### src/gcr_consts.svh
// Constants for the port, routing and conversion configuration register bank.
`ifndef GCR_CONSTS_SVH
`define GCR_CONSTS_SVH

`define GCR_ADDR_PORT 8'h14
`define GCR_ADDR_ROUTE 8'h15
`define GCR_ADDR_SPARE 8'h16
`define GCR_ADDR_CONV 8'h17
`define GCR_RST_PORT 8'h0f
`define GCR_RST_ROUTE 8'h00
`define GCR_RST_SPARE 8'h00
`define GCR_RST_CONV 8'h00
`define GCR_DATA_HI 7
`define GCR_DATA_LO 4
`define GCR_DIR_HI 3
`define GCR_DIR_LO 0
`define GCR_ROUTE_BIT 5
`define GCR_SINGLE_BIT 3
`define GCR_COMP_BIT 1
`define GCR_RESP_M01 2'h1
`define GCR_RESP_M11 2'h3
`define GCR_PIN_COUNT 4
`define GCR_RST_DIR 4'hf
`define GCR_RST_DATA 4'h0
`define GCR_RST_BIT 1'b0
`define GCR_RD_NONE 8'h00
`define GCR_AVAIL_RESP 4'h1
`define GCR_AVAIL_ALL 4'hf
`define GCR_PIN_IDLE 4'h0

`endif

### src/gcr_pkg.sv
// Types shared by the register bank modules.
package gcr_pkg;
    typedef logic [7:0] gcr_byte_t;
    typedef logic [3:0] gcr_nib_t;
endpackage : gcr_pkg

### src/gcr_pin_if.sv
// Bundle between the register bank and the pin stage.
`timescale 1ns/1ps
`default_nettype none
interface gcr_pin_if;
    logic [3:0] dir_in;
    logic [3:0] out_val;
    logic [3:0] avail;
    logic [3:0] level;
    modport bank (output dir_in, output out_val, output avail, input level);
    modport pins (input dir_in, input out_val, input avail, output level);
endinterface : gcr_pin_if
`default_nettype wire

### src/gcr_pin_stage.sv
// Port pin stage: input synchronisers and registered drivers.
`timescale 1ns/1ps
`default_nettype none
`include "gcr_consts.svh"
module gcr_pin_stage
    import gcr_pkg::*;
(
    input wire logic core_clk,
    input wire logic rst_n,
    gcr_pin_if.pins pif,
    input wire gcr_pkg::gcr_nib_t pin_in,
    output logic [3:0] pin_out,
    output logic [3:0] pin_oe
);
    import gcr_pkg::*;

    gcr_nib_t sync1_reg;
    gcr_nib_t sync2_reg;
    gcr_nib_t oe_next;

    // Withdrawn pins are released so the respiration logic owns them.
    assign oe_next = ~pif.dir_in & pif.avail;

    always_ff @(posedge core_clk) begin
        if (!rst_n) begin
            sync1_reg <= `GCR_PIN_IDLE;
            sync2_reg <= `GCR_PIN_IDLE;
            pin_out <= `GCR_PIN_IDLE;
            pin_oe <= `GCR_PIN_IDLE;
        end else begin
            sync1_reg <= pin_in;
            sync2_reg <= sync1_reg;
            pin_out <= pif.out_val;
            pin_oe <= oe_next;
        end
    end

    assign pif.level = sync2_reg;
endmodule : gcr_pin_stage
`default_nettype wire

### src/gcr_regs.sv
// Port, routing and conversion configuration register bank.
`timescale 1ns/1ps
`default_nettype none
`include "gcr_consts.svh"
module gcr_regs
    import gcr_pkg::*;
(
    input wire logic core_clk,
    input wire logic rst_n,
    input wire logic reg_wr,
    input wire logic reg_rd,
    input wire gcr_pkg::gcr_byte_t reg_addr,
    input wire gcr_pkg::gcr_byte_t reg_wdata,
    output var gcr_pkg::gcr_byte_t reg_rdata,
    input wire logic [1:0] respiration_control_field,
    input wire gcr_pkg::gcr_nib_t pin_in,
    output logic [3:0] pin_out,
    output logic [3:0] pin_oe,
    output logic shared_reference_route,
    output logic single_shot_mode,
    output logic detach_comparator_power
);
    import gcr_pkg::*;

    // Bundle to the pin stage, which owns the pad synchronisers and drivers.
    gcr_pin_if pif();

    // Stored register images.
    gcr_nib_t dir_reg;
    gcr_nib_t latch_reg;
    gcr_byte_t route_reg;
    gcr_byte_t spare_reg;
    gcr_byte_t conv_reg;

    // Next values of the stored images.
    gcr_nib_t dir_next;
    gcr_nib_t latch_next;
    gcr_byte_t route_next;
    gcr_byte_t spare_next;
    gcr_byte_t conv_next;
    gcr_byte_t rdata_next;

    // Address decode and write strobes.
    logic hit_port;
    logic hit_route;
    logic hit_spare;
    logic hit_conv;
    logic hit_any;
    logic wr_port;
    logic wr_route;
    logic wr_spare;
    logic wr_conv;

    // Port field views.
    gcr_nib_t pin_direction_bits;
    gcr_nib_t pin_data_bits;
    gcr_nib_t wr_dir_field;
    gcr_nib_t wr_data_field;
    gcr_nib_t latch_load;
    gcr_byte_t port_view;

    // Read selection.
    gcr_byte_t read_port;
    gcr_byte_t read_route;
    gcr_byte_t read_spare;
    gcr_byte_t read_conv;
    gcr_byte_t read_mux;

    // Respiration ownership of the upper pins.
    logic resp_mode_lo;
    logic resp_mode_hi;
    logic resp_owns;
    gcr_nib_t pin_avail;

    // Control bits taken from the stored images.
    logic route_bit;
    logic single_bit;
    logic comp_bit;

    assign hit_port = reg_addr == `GCR_ADDR_PORT;
    assign hit_route = reg_addr == `GCR_ADDR_ROUTE;
    assign hit_spare = reg_addr == `GCR_ADDR_SPARE;
    assign hit_conv = reg_addr == `GCR_ADDR_CONV;
    assign hit_any = hit_port | hit_route | hit_spare | hit_conv;

    // Writes to any other address match no strobe and leave every image alone.
    assign wr_port = reg_wr & hit_port;
    assign wr_route = reg_wr & hit_route;
    assign wr_spare = reg_wr & hit_spare;
    assign wr_conv = reg_wr & hit_conv;

    assign wr_dir_field = reg_wdata[`GCR_DIR_HI:`GCR_DIR_LO];
    assign wr_data_field = reg_wdata[`GCR_DATA_HI:`GCR_DATA_LO];
    assign pin_direction_bits = dir_reg;
    assign pin_data_bits = latch_reg;

    assign resp_mode_lo = respiration_control_field == `GCR_RESP_M01;
    assign resp_mode_hi = respiration_control_field == `GCR_RESP_M11;
    assign resp_owns = resp_mode_lo | resp_mode_hi;
    assign pin_avail = resp_owns ? `GCR_AVAIL_RESP : `GCR_AVAIL_ALL;

    // A data bit only loads while its pin is an output before the write. The direction
    // written in the same access acts one edge later, so a pin turned to output first
    // drives the level it already held.
    generate
        for (genvar i = 0; i < `GCR_PIN_COUNT; i++) begin : g_latch
            assign latch_load[i] = wr_port & ~pin_direction_bits[i];
            assign latch_next[i] = latch_load[i] ? wr_data_field[i]
                                 : latch_reg[i];
        end
    endgenerate

    assign dir_next = wr_port ? wr_dir_field : dir_reg;
    assign route_next = wr_route ? reg_wdata : route_reg;
    // Reserved bits are kept as written; the host is expected to write zeros here.
    assign spare_next = wr_spare ? reg_wdata : spare_reg;
    assign conv_next = wr_conv ? reg_wdata : conv_reg;

    assign pif.dir_in = pin_direction_bits;
    assign pif.out_val = pin_data_bits;
    assign pif.avail = pin_avail;

    gcr_pin_stage u_pins (
        .core_clk(core_clk),
        .rst_n(rst_n),
        .pif(pif),
        .pin_in(pin_in),
        .pin_out(pin_out),
        .pin_oe(pin_oe)
    );

    // The data field shows the synchronised pads, never the latch, so a read lags a
    // pad change by the two synchroniser stages.
    assign port_view = {pif.level, pin_direction_bits};
    assign read_port = hit_port ? port_view : `GCR_RD_NONE;
    assign read_route = hit_route ? route_reg : `GCR_RD_NONE;
    assign read_spare = hit_spare ? spare_reg : `GCR_RD_NONE;
    assign read_conv = hit_conv ? conv_reg : `GCR_RD_NONE;
    assign read_mux = hit_any ? (read_port | read_route | read_spare | read_conv)
                              : `GCR_RD_NONE;
    // A read in the same cycle as a write returns the image from before the write.
    assign rdata_next = reg_rd ? read_mux : reg_rdata;

    assign route_bit = route_reg[`GCR_ROUTE_BIT];
    assign single_bit = conv_reg[`GCR_SINGLE_BIT];
    assign comp_bit = conv_reg[`GCR_COMP_BIT];

    always_ff @(posedge core_clk) begin
        if (!rst_n) begin
            dir_reg <= `GCR_RST_DIR;
        end else begin
            dir_reg <= dir_next;
        end
    end

    always_ff @(posedge core_clk) begin
        if (!rst_n) begin
            latch_reg <= `GCR_RST_DATA;
        end else begin
            latch_reg <= latch_next;
        end
    end

    always_ff @(posedge core_clk) begin
        if (!rst_n) begin
            route_reg <= `GCR_RST_ROUTE;
        end else begin
            route_reg <= route_next;
        end
    end

    always_ff @(posedge core_clk) begin
        if (!rst_n) begin
            spare_reg <= `GCR_RST_SPARE;
        end else begin
            spare_reg <= spare_next;
        end
    end

    always_ff @(posedge core_clk) begin
        if (!rst_n) begin
            conv_reg <= `GCR_RST_CONV;
        end else begin
            conv_reg <= conv_next;
        end
    end

    always_ff @(posedge core_clk) begin
        if (!rst_n) begin
            reg_rdata <= `GCR_RD_NONE;
        end else begin
            reg_rdata <= rdata_next;
        end
    end

    always_ff @(posedge core_clk) begin
        if (!rst_n) begin
            shared_reference_route <= `GCR_RST_BIT;
        end else begin
            shared_reference_route <= route_bit;
        end
    end

    always_ff @(posedge core_clk) begin
        if (!rst_n) begin
            single_shot_mode <= `GCR_RST_BIT;
        end else begin
            single_shot_mode <= single_bit;
        end
    end

    always_ff @(posedge core_clk) begin
        if (!rst_n) begin
            detach_comparator_power <= `GCR_RST_BIT;
        end else begin
            detach_comparator_power <= comp_bit;
        end
    end
endmodule : gcr_regs
`default_nettype wire

### config.mk
export PLATFORM = sky130hd
export DESIGN_NAME = gcr_regs
export DESIGN_NICKNAME = d
export VERILOG_FILES = /design/src/gcr_pkg.sv /design/src/gcr_pin_if.sv /design/src/gcr_pin_stage.sv /design/src/gcr_regs.sv
export VERILOG_INCLUDE_DIRS = /design/src /design/src/src
export SDC_FILE = /design/constraint.sdc
export NUM_CORES = 1
export LEC_CHECK = 0
export BUFFER_PORTS_ARGS = -buffer_cell sky130_fd_sc_hd__buf_2
export CELL_PAD_IN_SITES_DETAIL_PLACEMENT = 1
export CELL_PAD_IN_SITES_GLOBAL_PLACEMENT = 2
export CORE_UTILIZATION = 35
export DETAILED_ROUTE_END_ITERATION = 12
export PLACE_DENSITY = 0.75
export SLEW_MARGIN = 40
export SYNTH_ARGS = -nofsm -noshare
export SYNTH_HDL_FRONTEND = slang
export SYNTH_HIERARCHICAL = 1
export SYNTH_SLANG_ARGS = --single-unit
### constraint.sdc
create_clock -name core_clk -period 1.9 [get_ports core_clk]
set_clock_uncertainty 0.05 [all_clocks]
set_input_delay 0.19 -clock core_clk [delete_from_list [all_inputs] [get_ports core_clk]]
set_output_delay 0.19 -clock core_clk [all_outputs]
set_load 0.05 [all_outputs]
==> results.sh <==
export IMPL_status="finished clean"
export IMPL_slowest_delay_ns=0.54
export IMPL_fin_tns_setup_ns=0
export IMPL_avgSynthCellArea_um2=11.3
export IMPL_slowest_stage="nor4b_4"
export IMPL_hold_path_class="in2reg"
export IMPL_grt_ovfl_total=0
export IMPL_power_density_nw_per_um2=880
export IMPL_die_h_um=83.1
export IMPL_critPathMaxFanout=9
export IMPL_antenna_found_initial=0
export IMPL_cts_tree="built"
export IMPL_ys_types=23
export IMPL_num_vias=1696
export IMPL_fin_crit_sh_pct=68.8
export IMPL_drt_wirelength_per_cell_um=15.7
export IMPL_yosysTopAreaCell="dfxtp_1"
export IMPL_clockBufferDepth=2
export IMPL_grt_max_degree=27
export IMPL_routabilityCongestion=0.687
export IMPL_required_ns=2.11
export IMPL_grt_pass1_vias=1775
export IMPL_clockRootBuffer="clkbuf_8"
export IMPL_post_cts_buffers=0
export IMPL_cts_made_buffers=9
export IMPL_post_cts_resize_count=0
export IMPL_port_buffers=43
export IMPL_core_area_um2=6350
export IMPL_grt_pass1_wl_mm=8.74
export IMPL_clkTransAtPathRegs_ns=0.06
export IMPL_slew_violations=0
export IMPL_synthTopCellsByArea="dfxtp_1 (51%), mux2i_1 (14%), mux4_2 (7.8%), nand2_1 (5.9%), a32o_1 (3.5%)"
export IMPL_rsz0062_at_grt="false"
export IMPL_ys_flop_type="dfxtp_1"
export IMPL_synth_edff_count=0
export IMPL_end_kind="flop"
export IMPL_worst_slew_pin_slew_ns=0.552
export IMPL_initial_utilization_pct=36.2
export IMPL_crit_arrival_ns=1.51
export IMPL_clk_latency_ns=0.33
export IMPL_slew_headroom_pct=63.0
export IMPL_peakVddDrop_uv=349
export IMPL_drt_iter0_drc=57
export IMPL_met2WireLength_mm=2.49
export IMPL_ys_warn_count=6
export IMPL_power_uw=2490
export IMPL_first_pass_iters=4
export IMPL_grtUsageTotal_pct=16.7
export IMPL_htreeDepth=3
export IMPL_antenna_left=0
export IMPL_finalSetupViolCount=0
export IMPL_max_cap_violations=0
export IMPL_drt_wl_total_mm=5.32
export IMPL_die_area_um2=6900
export IMPL_placed_cell_area_um2=2620
export IMPL_antenna_cells=0
export IMPL_fill_cells=713
export IMPL_cts_num_sinks=59
export IMPL_synth_seq_cells=59
export IMPL_fin_nets=282
export IMPL_dr_wl_met3_um=267
export IMPL_netlist_instances=204
export IMPL_die_w_um=83.1
export IMPL_leakage_uw=0.00140
export IMPL_worst_setup_path_type="in2reg"
export IMPL_drc=0
export IMPL_syn_area_um2=2300
export IMPL_top_layer_used="met4"
export IMPL_synth_most_common_cell="dfxtp_1"
export IMPL_r2r_start="dir_reg[1]$_SDFFE_PN1P_"
export IMPL_syn_to_final_growth_pct=23.1
export IMPL_startpoint_type="primary input"
export IMPL_io_pins=45
export IMPL_period_needed_ns=1.31
export IMPL_hold_violations=0
export IMPL_yosysSeqAreaShare_pct=51.4
export IMPL_ctsHoldBuffers=2
export IMPL_async_flop_share_pct=0
export IMPL_num_rows=29
export IMPL_synthesis_nets=230
export IMPL_holdCritStartpoint="pin_in[1]"
export IMPL_synth_common_cells="dfxtp_1 (59), nand2_1 (36), mux2i_1 (32)"
export IMPL_crit_chain="buf_2 -> nor4b_4 -> and4b_1 -> mux2i_1"
export IMPL_critPathLaunch="reg_addr[5]"
export IMPL_max_freq_mhz=765
export IMPL_dp_hpwl_mm=3.53
export IMPL_vias_per_cell=5.02
export IMPL_met1_length_mm=2.50
export IMPL_postLayoutCellArea_um2=2830
export IMPL_utilization_pct=44.6
export IMPL_drive_above_1_share_pct=35.2
export IMPL_synth_top_area_share_pct=51.4
[kinds of logic (layout without fill, tap and decap cells)]
family,after synthesis,in the layout,share of synthesized area [%]
AOI/OAI and AO/OA,8,8,3.48
DFF,59,59,51.4
buffers and inverters,18,75,3.48
and+or+nand+nor,78,78,19.7
muxes,40,40,21.8
other,1,1,0.163
[metal layers]
| layer | GRT usage, % | vias up |
|---|---|---|
| li1 | - | 809 |
| met1 | 21.4 | 836 |
| met2 | 25.8 | 47 |
| met3 | 5.07 | 4 |
| met4 | 7.52 | 0 |
| met5 | 0 | - |
[stage by stage]
| stage | hold slack [ns] | cells | worst slack [ns] |
|---|---|---|---|
| after global routing | 0.0176 | 338 | 0.531 |
| after detailed placement | 0.351 | 320 | 0.274 |
| after global placement | 0.344 | 320 | 0.296 |
| final | 0.0158 | 338 | 0.593 |
| after CTS | 0.00219 | 338 | 0.602 |
| after floorplan | 0.267 | 204 | 0.418 |
[worst max-delay path: cells and delay by family]
| kind | cells | cell delay, ns |
|---|---|---|
| muxes | 1 | 0.23 |
| and+or+nand+nor | 2 | 0.98 |
| buffers and inverters | 1 | 0.11 |
[cells in the final DEF (no fill, tap or decap), types with 5 or more instances in the layout]
master | Yosys | final
a32o_1 | 8 | 8
inv_1 | 5 | 5
clkbuf_8 | 0 | 10
nor2b_1 | 11 | 11
nand2_1 | 36 | 36
mux2i_1 | 32 | 32
mux4_2 | 8 | 8
buf_2 | 3 | 43
and2_2 | 8 | 8
dfxtp_1 | 59 | 59
buf_4 | 0 | 9
[power breakdown]
group | internal [µW] | switching (µW)
sequential | 1250 | 2.45
combinational | 53.9 | 72.8
clock | 634 | 483
total | 1930 | 559
[layout make-up]
class,count,area (µm²),share of cell area (%)
clock buffers,11,141,4.99
flip-flops and latches,59,1180,41.7
well taps,77,96.3,3.40
multi-input cells,127,1040,36.7
repair buffers,54,303,10.7
inverters,5,18.8,0.663
clock inverters,5,52.6,1.86
[worst paths after layout]
path / to / slack, ns / cells after the start
min: u_pins/sync1_reg[1]$_SDFF_PN0_ / 0.02 / 2
min reg2reg: u_pins/pif.level[2]$_SDFF_PN0_ / 0.40 / 1
max: dir_reg[1]$_SDFFE_PN1P_ / 0.59 / 4
max reg2reg: reg_rdata[1]$_SDFFE_PN0P_ / 0.72 / 2
No activity file was read; power rests on OpenSTA's default activity.
